<file path="src/hdl/uif_pkg.sv">
// Package: register map, fields and constants of the serial channel
package uif_pkg;
    // Byte addresses on APB
    localparam logic [7:0] ADDR_CTRL = 8'h00;
    localparam logic [7:0] ADDR_STAT = 8'h04;
    localparam logic [7:0] ADDR_TXRX = 8'h08;
    localparam logic [7:0] ADDR_DLY = 8'h0C;
    localparam logic [7:0] ADDR_MODE = 8'h10;
    // Control register bits
    localparam int CTL_TEN = 0;
    localparam int CTL_REN = 1;
    localparam int CTL_TIN = 2;
    localparam int CTL_RIN = 3;
    localparam int CTL_TIS = 4;
    localparam int CTL_CTS = 5;
    localparam int CTL_RTS = 6;
    // Mode register bits
    localparam int MOD_LEN9 = 0;
    localparam int MOD_PEN = 1;
    localparam int MOD_PODD = 2;
    localparam int MOD_AME = 3;
    // Status register bits
    localparam int ST_TBE = 0;
    localparam int ST_TCM = 1;
    localparam int ST_RBF = 2;
    localparam int ST_OER = 3;
    localparam int ST_FER = 4;
    localparam int ST_PER = 5;
    localparam int ST_SER = 6;
    // Timing
    localparam int CLK_HZ = 10_000_000;
    localparam int BAUD_HZ = 115_200;
    localparam int BIT_DIV = CLK_HZ / BAUD_HZ;
    localparam int HALF_DIV = BIT_DIV / 2;
    localparam int DLY_STEP = 8;
    localparam logic [7:0] CTRL_RST = 8'h00;
    localparam logic [3:0] MODE_RST = 4'h0;

    typedef struct packed {
        logic txIrq;
        logic rxFullIrq;
        logic errSumIrq;
    } uif_irq_t;

    typedef struct packed {
        logic txd;
        logic rtsN;
        logic txActive;
    } uif_pins_t;
endpackage

</file>
<file path="src/hdl/uif_uart.sv">
// Serial channel with interrupts, CTS/RTS flow control and address mode
//
// How it works
// - TX_IRQ_SOURCE_SEL=0: transmit interrupt pulses when buffer-empty flag sets.
// - TX_IRQ_SOURCE_SEL=1: transmit interrupt pulses when transmission-complete flag sets.
// - Error-free reception completion pulses the receive-full interrupt, except for data in address mode.
// - Overrun, framing or parity error pulses the error-sum interrupt.
// - CTS enabled: transmission starts only while clear-to-send is low.
// - Started frame always completes even if clear-to-send rises.
// - Clearing transmit enable mid-frame lets the frame finish on the pin.
// - CTS disabled: transmission starts as soon as buffer holds data.
// - RTS pin follows receive state only with RTS enable bit set.
// - Setting receiver enable drives request-to-send low.
// - After last stop bit with receiver enabled, RTS low after delay.
// - RTS high on start, enable clear, disabled completion, init.
// - Four-bit delay field sets reassertion delay from mid stop bit.
// - Start bit during countdown abandons it; next stop restarts fully.
// - Address mode: top bit one means address, zero means data.
// - Error-free address sets full flag, interrupt, clears address mode.
// - Error-free data in address mode sets full flag, no interrupt.
// - Framing or parity error: error flags and error-sum interrupt only.
// - In address mode overrun is suppressed after the first character.
// - First character after enabling address mode may still overrun.
// - Outside address mode the top bit affects nothing.
// - Overrun when new character completes before data read, or before status read after an error.
// - Error flags clear on status read, reset or receiver init.
// - Buffer-empty sets on shift-register load, clears on buffer write.
`timescale 1ns/1ps
module uif_uart
    import uif_pkg::*;
(
    input wire logic clk_sys, // System clock
    input wire logic rst, // Async reset, high
    input wire logic psel, // APB select
    input wire logic penable, // APB enable
    input wire logic pwrite, // APB write
    input wire logic [7:0] paddr, // APB byte address
    input wire logic [31:0] pwdata, // APB write data
    output logic [31:0] prdata, // APB read data
    output logic pready, // APB ready
    output logic pslverr, // APB error
    input wire logic rxd, // Serial input pin
    input wire logic clear_to_send_n, // CTS pin, low active
    output uif_pkg::uif_pins_t pins, // TXD, RTS, tx activity
    output uif_pkg::uif_irq_t irq // Interrupt pulses to core
);
    import uif_pkg::*;

    typedef enum {TX_IDLE, TX_SHIFT} uif_txst_t;
    typedef enum {RX_IDLE, RX_START, RX_DATA} uif_rxst_t;

    ////////////////////////////////////////////////////////////////
    // Input synchronisers
    logic [1:0] rxdSync_ff;
    logic [1:0] ctsSync_ff;
    always_ff @(posedge clk_sys or posedge rst)
    begin
        if (rst)
        begin
            rxdSync_ff <= 2'h3;
            ctsSync_ff <= 2'h3;
        end
        else
        begin
            rxdSync_ff <= {rxdSync_ff[0], rxd};
            ctsSync_ff <= {ctsSync_ff[0], clear_to_send_n};
        end
    end
    logic rxdS;
    logic ctsLow;
    assign rxdS = rxdSync_ff[1];
    assign ctsLow = ~ctsSync_ff[1];

    ////////////////////////////////////////////////////////////////
    // APB decode
    logic wrEn;
    logic rdEn;
    logic mapped;
    assign wrEn = psel & penable & pwrite;
    assign rdEn = psel & penable & ~pwrite;
    assign mapped = (paddr == ADDR_CTRL) || (paddr == ADDR_STAT)
        || (paddr == ADDR_TXRX) || (paddr == ADDR_DLY)
        || (paddr == ADDR_MODE);
    assign pready = 1'b1;
    assign pslverr = psel & penable & ~mapped;

    logic wrCtrl;
    logic wrTxb;
    logic rdStat;
    logic rdRxb;
    assign wrCtrl = wrEn && paddr == ADDR_CTRL;
    assign wrTxb = wrEn && paddr == ADDR_TXRX;
    assign rdStat = rdEn && paddr == ADDR_STAT;
    assign rdRxb = rdEn && paddr == ADDR_TXRX;

    logic [7:0] ctrl_ff;
    logic [3:0] mode_ff;
    logic [3:0] rts_delay_count;
    logic [8:0] txBuf_ff;
    logic clrAme;
    logic transmitter_enable;
    logic recvEnable;
    logic tx_irq_source_sel;
    logic ctsSel;
    logic rtsSel;
    logic address_mode_enable;
    logic char_length_sel;
    logic txInit;
    logic receiver_init;
    assign transmitter_enable = ctrl_ff[CTL_TEN];
    assign recvEnable = ctrl_ff[CTL_REN];
    assign tx_irq_source_sel = ctrl_ff[CTL_TIS];
    assign ctsSel = ctrl_ff[CTL_CTS];
    assign rtsSel = ctrl_ff[CTL_RTS];
    assign address_mode_enable = mode_ff[MOD_AME];
    assign char_length_sel = mode_ff[MOD_LEN9];
    assign txInit = wrCtrl & pwdata[CTL_TIN];
    assign receiver_init = wrCtrl & pwdata[CTL_RIN];

    // Init bits self-clear; all other written bits, including unused bit 7, are kept
    always_ff @(posedge clk_sys or posedge rst)
    begin
        if (rst)
            ctrl_ff <= CTRL_RST;
        else if (wrCtrl)
            ctrl_ff <= pwdata[7:0] & ~(8'h01 << CTL_TIN)
                & ~(8'h01 << CTL_RIN);
    end

    always_ff @(posedge clk_sys or posedge rst)
    begin
        if (rst)
            mode_ff <= MODE_RST;
        else if (wrEn && paddr == ADDR_MODE)
            mode_ff <= pwdata[3:0];
        else if (clrAme)
            mode_ff[MOD_AME] <= 1'b0;
    end

    always_ff @(posedge clk_sys or posedge rst)
    begin
        if (rst)
            rts_delay_count <= 4'h0;
        else if (wrEn && paddr == ADDR_DLY)
            rts_delay_count <= pwdata[3:0];
    end

    always_ff @(posedge clk_sys or posedge rst)
    begin
        if (rst)
            txBuf_ff <= 9'h000;
        else if (wrTxb)
            txBuf_ff <= pwdata[8:0];
    end

    ////////////////////////////////////////////////////////////////
    // Transmitter
    uif_txst_t txSt_ff;
    logic [15:0] txDiv_ff;
    logic [3:0] txBit_ff;
    logic [10:0] txShift_ff;
    logic tx_buffer_empty_flag;
    logic tx_complete_flag;
    logic txStart;
    logic txLastDone;
    logic txOk;
    logic [3:0] txBits;
    assign txBits = char_length_sel ? 4'd10 : 4'd9;
    // CTS gates only the start of a frame
    assign txOk = transmitter_enable && !tx_buffer_empty_flag
        && (!ctsSel || ctsLow);
    assign txLastDone = txSt_ff == TX_SHIFT && txDiv_ff == 16'd0
        && txBit_ff == txBits;
    assign txStart = txOk && (txSt_ff == TX_IDLE || txLastDone);

    always_ff @(posedge clk_sys or posedge rst)
    begin
        if (rst)
        begin
            txSt_ff <= TX_IDLE;
            txDiv_ff <= 16'd0;
            txBit_ff <= 4'd0;
            txShift_ff <= 11'h7FF;
        end
        else if (txStart)
        begin
            txSt_ff <= TX_SHIFT;
            txDiv_ff <= 16'(BIT_DIV - 1);
            txBit_ff <= 4'd0;
            txShift_ff <= char_length_sel ? {1'b1, txBuf_ff, 1'b0}
                : {2'b11, txBuf_ff[7:0], 1'b0};
        end
        else if (txSt_ff == TX_SHIFT)
        begin
            // Runs to the stop bit regardless of enable or CTS
            if (txDiv_ff != 16'd0)
                txDiv_ff <= txDiv_ff - 16'd1;
            else if (txBit_ff == txBits)
                txSt_ff <= TX_IDLE;
            else
            begin
                txDiv_ff <= 16'(BIT_DIV - 1);
                txBit_ff <= txBit_ff + 4'd1;
                txShift_ff <= {1'b1, txShift_ff[10:1]};
            end
        end
    end

    always_ff @(posedge clk_sys or posedge rst)
    begin
        if (rst)
            tx_buffer_empty_flag <= 1'b1;
        else if (txStart || txInit)
            tx_buffer_empty_flag <= 1'b1;
        else if (wrTxb)
            tx_buffer_empty_flag <= 1'b0;
    end

    always_ff @(posedge clk_sys or posedge rst)
    begin
        if (rst)
            tx_complete_flag <= 1'b1;
        else if (txInit || (txLastDone && !txStart))
            tx_complete_flag <= 1'b1;
        else if (txStart)
            tx_complete_flag <= 1'b0;
    end

    ////////////////////////////////////////////////////////////////
    // Receiver
    uif_rxst_t rxSt_ff;
    logic [15:0] rxDiv_ff;
    logic [3:0] rxBit_ff;
    logic [9:0] rxShift_ff;
    logic [8:0] rxBuf_ff;
    logic rx_buffer_full_flag;
    logic overrun_flag;
    logic framErr_ff;
    logic parErr_ff;
    logic amePrimed_ff;
    logic rxStartValid;
    logic rxDone;
    logic [3:0] rxBits;
    logic [3:0] dataBits;
    logic [8:0] dataWord;
    logic parBit;
    logic parBad;
    logic frameBad;
    logic topBit;
    logic prevUnread;
    logic ovr;
    assign dataBits = char_length_sel ? 4'd9 : 4'd8;
    assign rxBits = dataBits + {3'b000, mode_ff[MOD_PEN]};
    assign rxStartValid = rxSt_ff == RX_START && rxDiv_ff == 16'd0
        && !rxdS;
    assign rxDone = rxSt_ff == RX_DATA && rxDiv_ff == 16'd0
        && rxBit_ff == rxBits;

    always_ff @(posedge clk_sys or posedge rst)
    begin
        if (rst)
        begin
            rxSt_ff <= RX_IDLE;
            rxDiv_ff <= 16'd0;
            rxBit_ff <= 4'd0;
            rxShift_ff <= 10'h000;
        end
        else if (receiver_init)
            rxSt_ff <= RX_IDLE;
        else unique case (rxSt_ff)
            RX_IDLE:
                if (recvEnable && !rxdS)
                begin
                    rxSt_ff <= RX_START;
                    rxDiv_ff <= 16'(HALF_DIV - 1);
                end
            RX_START:
                if (rxDiv_ff != 16'd0)
                    rxDiv_ff <= rxDiv_ff - 16'd1;
                else if (rxdS)
                    rxSt_ff <= RX_IDLE;
                else
                begin
                    rxSt_ff <= RX_DATA;
                    rxDiv_ff <= 16'(BIT_DIV - 1);
                    rxBit_ff <= 4'd0;
                end
            RX_DATA:
                if (rxDiv_ff != 16'd0)
                    rxDiv_ff <= rxDiv_ff - 16'd1;
                else if (rxBit_ff == rxBits)
                    rxSt_ff <= RX_IDLE;
                else
                begin
                    rxDiv_ff <= 16'(BIT_DIV - 1);
                    rxBit_ff <= rxBit_ff + 4'd1;
                    rxShift_ff <= {rxdS, rxShift_ff[9:1]};
                end
        endcase
    end

    // Align shifted bits: data LSB first, optional parity last
    assign dataWord = char_length_sel
        ? (mode_ff[MOD_PEN] ? rxShift_ff[8:0] : rxShift_ff[9:1])
        : (mode_ff[MOD_PEN] ? {1'b0, rxShift_ff[8:1]}
        : {1'b0, rxShift_ff[9:2]});
    assign parBit = rxShift_ff[9];
    assign parBad = mode_ff[MOD_PEN]
        && ((^dataWord) ^ parBit ^ mode_ff[MOD_PODD]);
    assign frameBad = !rxdS;
    assign topBit = char_length_sel ? dataWord[8] : dataWord[7];
    assign prevUnread = rx_buffer_full_flag || framErr_ff || parErr_ff
        || overrun_flag;
    // Address mode ignores overrun after its first character
    assign ovr = prevUnread && (!address_mode_enable || !amePrimed_ff);
    assign clrAme = rxDone && address_mode_enable && !parBad
        && !frameBad && topBit;

    always_ff @(posedge clk_sys or posedge rst)
    begin
        if (rst)
            rxBuf_ff <= 9'h000;
        else if (rxDone && !parBad && !frameBad)
            rxBuf_ff <= dataWord;
    end

    always_ff @(posedge clk_sys or posedge rst)
    begin
        if (rst)
            amePrimed_ff <= 1'b0;
        else if (!address_mode_enable || receiver_init)
            amePrimed_ff <= 1'b0;
        else if (rxDone)
            amePrimed_ff <= 1'b1;
    end

    // Set wins over clear in the same cycle
    always_ff @(posedge clk_sys or posedge rst)
    begin
        if (rst)
            rx_buffer_full_flag <= 1'b0;
        else if (rxDone && !parBad && !frameBad)
            rx_buffer_full_flag <= 1'b1;
        else if (rdRxb || receiver_init)
            rx_buffer_full_flag <= 1'b0;
    end

    always_ff @(posedge clk_sys or posedge rst)
    begin
        if (rst)
        begin
            overrun_flag <= 1'b0;
            framErr_ff <= 1'b0;
            parErr_ff <= 1'b0;
        end
        else if (receiver_init)
        begin
            overrun_flag <= 1'b0;
            framErr_ff <= 1'b0;
            parErr_ff <= 1'b0;
        end
        else if (rxDone)
        begin
            overrun_flag <= ovr | (overrun_flag & ~rdStat);
            framErr_ff <= frameBad | (framErr_ff & ~rdStat);
            parErr_ff <= parBad | (parErr_ff & ~rdStat);
        end
        else if (rdStat)
        begin
            overrun_flag <= 1'b0;
            framErr_ff <= 1'b0;
            parErr_ff <= 1'b0;
        end
    end

    ////////////////////////////////////////////////////////////////
    // Interrupt pulses
    logic tbeRise;
    logic tcmRise;
    logic tbeDly_ff;
    logic tcmDly_ff;
    always_ff @(posedge clk_sys or posedge rst)
    begin
        if (rst)
        begin
            tbeDly_ff <= 1'b1;
            tcmDly_ff <= 1'b1;
        end
        else
        begin
            tbeDly_ff <= tx_buffer_empty_flag;
            tcmDly_ff <= tx_complete_flag;
        end
    end
    assign tbeRise = tx_buffer_empty_flag && !tbeDly_ff;
    assign tcmRise = tx_complete_flag && !tcmDly_ff;

    logic rx_error_sum;
    assign rx_error_sum = overrun_flag | framErr_ff | parErr_ff;
    always_ff @(posedge clk_sys or posedge rst)
    begin
        if (rst)
            irq <= '0;
        else
        begin
            irq.txIrq <= tx_irq_source_sel ? tcmRise : tbeRise;
            irq.rxFullIrq <= rxDone && !parBad && !frameBad
                && !ovr && (!address_mode_enable || topBit);
            irq.errSumIrq <= rxDone && (parBad || frameBad || ovr);
        end
    end

    ////////////////////////////////////////////////////////////////
    // Request-to-send control
    logic rtsHigh_ff;
    logic [15:0] dlyDiv_ff;
    logic [6:0] dlyBits_ff;
    logic dlyRun_ff;
    logic renDly_ff;
    logic midStop;
    logic [6:0] dlyTotal;
    assign dlyTotal = 7'(rts_delay_count * DLY_STEP);
    assign midStop = rxSt_ff == RX_DATA && rxBit_ff == rxBits
        && rxDiv_ff == 16'd0;

    always_ff @(posedge clk_sys or posedge rst)
    begin
        if (rst)
            renDly_ff <= 1'b0;
        else
            renDly_ff <= recvEnable;
    end

    always_ff @(posedge clk_sys or posedge rst)
    begin
        if (rst)
        begin
            rtsHigh_ff <= 1'b1;
            dlyRun_ff <= 1'b0;
            dlyDiv_ff <= 16'd0;
            dlyBits_ff <= 7'd0;
        end
        else if (receiver_init || rxStartValid)
        begin
            rtsHigh_ff <= 1'b1;
            dlyRun_ff <= 1'b0;
        end
        else if (!recvEnable && (renDly_ff || rxDone))
        begin
            rtsHigh_ff <= 1'b1;
            dlyRun_ff <= 1'b0;
        end
        else if (recvEnable && !renDly_ff)
            rtsHigh_ff <= 1'b0;
        else if (midStop && recvEnable)
        begin
            dlyRun_ff <= 1'b1;
            dlyDiv_ff <= 16'(BIT_DIV - 1);
            dlyBits_ff <= dlyTotal;
        end
        else if (dlyRun_ff)
        begin
            if (dlyBits_ff == 7'd0)
            begin
                dlyRun_ff <= 1'b0;
                rtsHigh_ff <= 1'b0;
            end
            else if (dlyDiv_ff != 16'd0)
                dlyDiv_ff <= dlyDiv_ff - 16'd1;
            else
            begin
                dlyDiv_ff <= 16'(BIT_DIV - 1);
                dlyBits_ff <= dlyBits_ff - 7'd1;
            end
        end
    end

    always_ff @(posedge clk_sys or posedge rst)
    begin
        if (rst)
            pins <= '{txd: 1'b1, rtsN: 1'b1, txActive: 1'b0};
        else
        begin
            pins.txd <= txSt_ff == TX_SHIFT ? txShift_ff[0] : 1'b1;
            pins.rtsN <= rtsSel ? rtsHigh_ff : 1'b1;
            pins.txActive <= txSt_ff == TX_SHIFT;
        end
    end

    ////////////////////////////////////////////////////////////////
    // Read data
    logic [31:0] rdMux;
    always_comb
    begin
        rdMux = 32'h0000_0000;
        unique case (paddr)
            ADDR_CTRL: rdMux[7:0] = ctrl_ff;
            ADDR_STAT:
            begin
                rdMux[ST_TBE] = tx_buffer_empty_flag;
                rdMux[ST_TCM] = tx_complete_flag;
                rdMux[ST_RBF] = rx_buffer_full_flag;
                rdMux[ST_OER] = overrun_flag;
                rdMux[ST_FER] = framErr_ff;
                rdMux[ST_PER] = parErr_ff;
                rdMux[ST_SER] = rx_error_sum;
            end
            ADDR_TXRX: rdMux[8:0] = rxBuf_ff;
            ADDR_DLY: rdMux[3:0] = rts_delay_count;
            ADDR_MODE: rdMux[3:0] = mode_ff;
            default: rdMux = 32'h0000_0000;
        endcase
    end
    always_ff @(posedge clk_sys or posedge rst)
    begin
        if (rst)
            prdata <= 32'h0000_0000;
        else if (psel && !penable && !pwrite)
            prdata <= rdMux;
    end
endmodule

</file>
<file path="config.mk">
export PLATFORM = sky130hd
export DESIGN_NAME = uif_uart
export DESIGN_NICKNAME = d
export VERILOG_FILES = /design/src/hdl/uif_pkg.sv /design/src/hdl/uif_uart.sv
export SDC_FILE = /design/constraint.sdc
export NUM_CORES = 1
export LEC_CHECK = 0
export BUFFER_PORTS_ARGS = -buffer_cell sky130_fd_sc_hd__buf_2
export CORE_MARGIN = 10
export CORE_UTILIZATION = 55
export CTS_CLUSTER_SIZE = 24
export DETAILED_ROUTE_END_ITERATION = 7
export PLACE_DENSITY = 0.75
export SLEW_MARGIN = 20
export SYNTH_ARGS = -nofsm -noshare
export SYNTH_HDL_FRONTEND = slang
export SYNTH_SLANG_ARGS = --single-unit
export TNS_END_PERCENT = 1
</file>
<file path="constraint.sdc">
create_clock -name clk_sys -period 6.2 [get_ports clk_sys]
set_input_delay 1.86 -clock clk_sys [delete_from_list [all_inputs] [get_ports clk_sys]]
set_output_delay 1.86 -clock clk_sys [all_outputs]
set_load 0.01 [all_outputs]
</file>
== Word level (Yosys, flattened, before mapping) ==
Index checks and enable logic that the tools add are counted.
W data, S select, Z words.

* Add/sub/neg operators: 7
* Eq/ne operators: 29
* Muxes and demuxes: 85
* Bitwise operators: 26
* Reduce and logical (&&, ||, !) cells: 102

{| class="wikitable"
|+ Operator list
! kind !! number
|-
| $mux W32 || 9
|-
| $mux W16 || 13
|-
| $eq A32 B2 Y1 const B || 3
|-
| $pmux W32 S3 || 1
|-
| $logic_not A32 Y1 || 2
|-
| $pmux W16 S3 || 1
|-
| $reduce_bool A16 Y1 || 3
|-
| $sub A16 B1 Y16 const B || 3
|-
| $mux W11 || 4
|-
| $logic_and A1 B1 Y1 || 37
|-
| $mux W1 || 35
|-
| $eq A32 B1 Y1 const B || 1
|-
| $eq A32 B3 Y1 const B || 1
|-
| $logic_not A16 Y1 || 2
|-
| $mux W4 || 8
|-
| $mux W7 || 4
|-
| $ne A3 B3 Y1 const B || 7
|-
| $pmux W4 S5 || 1
|-
| $logic_or A1 B1 Y1 || 19
|-
| $mux W9 || 2
|-
| $ne A2 B2 Y1 const B || 9
|-
| $reduce_bool A2 Y1 || 9
|-
| $eq A8 B4 Y1 const B || 2
|-
| $logic_not A1 Y1 || 14
|-
| other kinds (28) || 59
|}

* Register bits after elaboration: 211
* Logic and storage cells: 286

== Depth between registers and ports, before layout ==
* Word-level depth: 12
* Depth in mapped cells: 11

== Least setup slack after synthesis ==
OpenSTA, ideal clock, no wires.

* Kind: input port to output port
* Start: input paddr[1]
* End: output pslverr
* Arrival time: 2.976 ns
* Path slack: 1.364 ns
* Cell stages on the path: 3
* Path through: or4_1 -> nor3_1 -> nor3_1

* Longest elaborated chain between the ends: 7

{| class="wikitable"
|+ Ends and longest elaborated chain
! element !! line !! source
|-
| from (decl) || uif_uart.sv:37 || <nowiki>input wire logic [7:0] paddr,</nowiki>
|-
| $eq A8 B3 Y1 or $logic_not A8 Y1 (tied branches) || uif_uart.sv:81 || <nowiki>assign mapped = (paddr == ADDR_CTRL) || (paddr == ADDR_STAT)</nowiki>
|-
| $logic_or A1 B1 Y1 || uif_uart.sv:81 ||
|-
| $logic_or A1 B1 Y1 (2 in series) || uif_uart.sv:82 || <nowiki>|| (paddr == ADDR_TXRX) || (paddr == ADDR_DLY)</nowiki>
|-
| $logic_or A1 B1 Y1 * || uif_uart.sv:83 || <nowiki>|| (paddr == ADDR_MODE);</nowiki>
|-
| $not A1 Y1 * || uif_uart.sv:85 || <nowiki>assign pslverr = psel & penable & ~mapped;</nowiki>
|-
| $and A1 B1 Y1 * || uif_uart.sv:85 ||
|-
| to (decl) || uif_uart.sv:41 || <nowiki>output logic pslverr,</nowiki>
|}

Every way passes the cells marked *; elsewhere a longest branch is shown, timed or not.

== Worst setup path after layout ==
Same ends and word-level chain as after synthesis.

==> flow_summary.json <==
{
  "layout_cell_share_with_drive_strength_beyond_1_pct": 17.00,
  "worst_hold_path_type": "reg -> reg",
  "avgRoutedWirePerCell_um": 17.01,
  "core_area_um2": 13880,
  "areaGrowthSynthToFinish_pct": 10.57,
  "setup.worst_path.end_class": "primary output",
  "tritoncts_clock_tree": "done",
  "synthCells": 794,
  "worstSkewPairLatency_ps": 430,
  "wl_met1_mm": 7.686,
  "cp.arrival_ps": 3380,
  "achievable-frequency_mhz": 191.0,
  "clock-sinks": 149,
  "place_ws_ps": 1012,
  "drtAntennaViolNets": 0,
  "clockRootBuffer": "sky130_fd_sc_hd__clkbuf_16",
  "global_route.usage.total_pct": 18.12,
  "cp-start-kind": "input port",
  "power_w": 0.002640,
  "drt_pass1_iterations": 6,
  "timing.final.max_slew_violations": 0,
  "worst-path-buf-inv": 2,
  "synth.distinct_cells": 74,
  "drt_drc_violations_left": 0,
  "final_cell_count_no_fill": 1021,
  "setup.worst_path.class": "in -> out",
  "finish.net_count": 889,
  "critPathSlowestCell": "sky130_fd_sc_hd__or4_1",
  "finalWorstPathRequiredPeriod_ps": 5235,
  "placed_cells": 989,
  "max_slew.worst_pin.slew_ps": 1066,
  "yosys_most_used_dff": "sky130_fd_sc_hd__dfrtp_1",
  "yosysTopAreaCell": "sky130_fd_sc_hd__dfrtp_1",
  "die_height_um": 138.8,
  "grt_overflow": 0,
  "hold_ws_ps": 356.1,
  "critical-path-max-stage-delay_ps": 620,
  "total_negative_slack_ps": 0,
  "synth_area_leaders": "sky130_fd_sc_hd__dfrtp_1, sky130_fd_sc_hd__dfstp_2, sky130_fd_sc_hd__nand2_1",
  "layout_worst_path_cycle_share_pct": 84.44,
  "buffer_ports.inserted": 39,
  "antenna_cells_inserted": 0,
  "clk_pin_slew_ps": 60,
  "drt-vias-per-instance": 5.929,
  "largest_net_degree_at_the_start_of_global_routing": 115,
  "postSynthAreaPerCell_um2": 9.780,
  "postCtsSetupRepairBufs": 0,
  "cts.path.max_buffers": 2,
  "ir_drop_uv": 258.9,
  "number_of_antenna_violations_at_the_first_check_in_global_routing": 0,
  "placementRows": 43,
  "hpwlAfterDp_mm": 12.15,
  "cpLargestDelayFamily": "simple AND/OR/NAND/NOR gates",
  "skew_ps": 13.35,
  "cts.repair.resized": 0,
  "crit_fanout": 4,
  "global_route_wire_length_before_repair_mm": 29.52,
  "top_layer": "met4",
  "number_of_enable_type_register_cells_in_the_synthesized_netlist": 0,
  "die_w_um": 138.8,
  "setup_ws_ps": 965.0,
  "globalplace.congestion": 0.8632,
  "cts_hold_buffers": 0,
  "floorplan.die_area_um2": 19270,
  "outcome": "completed",
  "pwr_density_cell_nw_per_um2": 307.5,
  "yosys_register_bits": 149,
  "setup_failing_eps_final": 0,
  "timing_hold_violations_final": 0,
  "tritoncts.num_buffers": 17,
  "yosysSeqAreaShare_pct": 48.36,
  "grt_pass1_vias": 6116,
  "drt_iter0_markers": 486,
  "number_of_h_tree_levels": 4,
  "power.static_leakage_nw": 3.812,
  "synth_warnings": 0,
  "critical_path.cell_chain": "buf_2 -> or4_1 -> nor3_1 -> and2_1 -> nor3_1 -> buf_2",
  "postRouteWirelength_mm": 17.37,
  "total_via_count_after_detailed_routing": 6053,
  "io-pin-count": 87,
  "maxCapViolCount": 0,
  "met2_routed_length_mm": 8.438,
  "slew_headroom_pct": 28.85,
  "synthesis.area_um2": 7765,
  "n_fill_cell": 1126,
  "synth_top_area_share_pct": 41.25,
  "dr_wl_met3_um": 950,
  "rsz0062_at_grt": "no",
  "initial_core_util_pct": 55.94,
  "synth_async_sr_flop_share_pct": 100.0,
  "worstPathRequired_ps": 4340
}
metal layers:
metal / vias to the layer above / GRT usage [%]
met4: 0 / 6.315
li1: 2869 / -
met3: 33 / 5.171
met2: 186 / 29.48
met1: 2965 / 22.53
met5: - / 0
flip-flops by register name (all words and copies together) (netlist names), 4 cells and up:
register / flops
dlyDiv_ff: 16
rxDiv_ff: 16
txDiv_ff: 16
rxShift_ff: 10
txShift_ff: 10
prdata: 9
rxBuf_ff: 9
txBuf_ff: 9
dlyBits_ff: 7
ctrl_ff: 6
mode_ff: 4
rts_delay_count: 4
rxBit_ff: 4
txBit_ff: 4
cells in the final DEF, fill, tap and decap left out, drive strengths merged, types with 10 or more instances in the layout:
| cell | Yosys | final |
|---|---|---|
| dfrtp | 128 | 128 |
| nand2 | 82 | 82 |
| nor2 | 75 | 75 |
| o21ai | 57 | 57 |
| buf | 32 | 42 |
| inv | 38 | 41 |
| a21oi | 30 | 30 |
| mux2 | 25 | 25 |
| conb | 2 | 24 |
| nand3 | 23 | 23 |
| xnor2 | 22 | 22 |
| dfstp | 21 | 21 |
| clkbuf | 17 | 20 |
| or3 | 19 | 19 |
| mux2i | 18 | 18 |
| nor4 | 18 | 18 |
| nor3 | 18 | 18 |
| ha | 14 | 14 |
| xor2 | 13 | 13 |
| nand4 | 11 | 11 |
| nand2b | 11 | 11 |
| o22ai | 11 | 11 |
| o221ai | 10 | 10 |
cell usage after synthesis, types with 3 or more instances:
cell                       instances
sky130_fd_sc_hd__dfrtp_1         128
sky130_fd_sc_hd__nand2_1          82
sky130_fd_sc_hd__nor2_1           75
sky130_fd_sc_hd__o21ai_0          57
sky130_fd_sc_hd__inv_1            38
sky130_fd_sc_hd__a21oi_1          30
sky130_fd_sc_hd__buf_4            24
sky130_fd_sc_hd__mux2_2           23
sky130_fd_sc_hd__nand3_1          23
sky130_fd_sc_hd__xnor2_1          22
sky130_fd_sc_hd__dfstp_2          21
sky130_fd_sc_hd__mux2i_1          18
sky130_fd_sc_hd__or3_1            18
sky130_fd_sc_hd__nor3_1           17
sky130_fd_sc_hd__nor4_1           17
sky130_fd_sc_hd__clkbuf_1         16
sky130_fd_sc_hd__ha_1             14
sky130_fd_sc_hd__xor2_1           13
sky130_fd_sc_hd__nand2b_1         11
sky130_fd_sc_hd__nand4_1          11
sky130_fd_sc_hd__o221ai_1         10
sky130_fd_sc_hd__o22ai_1          10
sky130_fd_sc_hd__a31oi_1           7
sky130_fd_sc_hd__o31ai_1           7
sky130_fd_sc_hd__buf_2             6
sky130_fd_sc_hd__nor2b_1           6
sky130_fd_sc_hd__nor3b_1           6
sky130_fd_sc_hd__a22o_1            5
sky130_fd_sc_hd__and2_1            5
sky130_fd_sc_hd__or4_1             5
sky130_fd_sc_hd__or2_2             4
sky130_fd_sc_hd__a211oi_1          3
sky130_fd_sc_hd__a31o_2            3
sky130_fd_sc_hd__nand3b_1          3
sky130_fd_sc_hd__o41ai_1           3
sky130_fd_sc_hd__or3b_2            3
cells by family (layout without fill, tap and decap cells):
| kind of cell | count (synthesis) | after routing | share of synthesized area (%) |
|---|---|---|---|
| other cells | 2 | 24 | 0.09672 |
| buf+inv | 87 | 112 | 5.672 |
| simple gates | 301 | 301 | 19.66 |
| xor+xnor | 36 | 36 | 4.238 |
| flops | 149 | 149 | 48.36 |
| fa+ha+maj | 14 | 14 | 2.256 |
| compound gates | 162 | 162 | 13.68 |
| mux | 43 | 43 | 6.043 |
path summary, 6_finish.rpt:
check	startpoint	end	slack [ps]	cells after the start
setup / recovery	paddr[1]	pslverr	960	6
min in group asynchronous	rst	rxShift_ff[2]$_DFFE_PP0P_	1640	2
hold reg to reg	rxdSync_ff[0]$_DFF_PP1_	rxdSync_ff[1]$_DFF_PP1_	360	0
hold / removal	rxdSync_ff[0]$_DFF_PP1_	rxdSync_ff[1]$_DFF_PP1_	360	0
max in group asynchronous	rst	rtsHigh_ff$_DFFE_PP1P_	3430	3
setup reg to reg	mode_ff[1]$_DFFE_PP0P_	rxBuf_ff[0]$_DFFE_PP0P_	2440	7
layout make-up:
type	instances	area, µm²	area share [%]
clock buffers	20	456.7	5.319
well taps	180	225.2	2.623
multi-input cells	580	3664	42.67
inverters	38	147.6	1.720
flip-flops and latches	149	3755	43.73
clock inverters	12	120.1	1.399
repair buffers	42	217.7	2.536
through the flow:
stage / area, µm² / util, %
floorplan: 7848 / -
global placement: 8009 / 57.70
detailed placement: 8009 / 57.70
CTS: 8586 / 61.85
global route: 8586 / 61.85
finish: 8586 / 61.85
report_power, final:
| part | switching [W] | leakage, nW | internal [W] |
|---|---|---|---|
| clock | 0.000423 | 0.271 | 0.000579 |
| sequential | 0.0000824 | 1.86 | 0.00108 |
| combinational | 0.000301 | 1.68 | 0.000172 |
| total | 0.000807 | 3.81 | 0.00183 |
No activity file was read; power rests on OpenSTA's default activity.
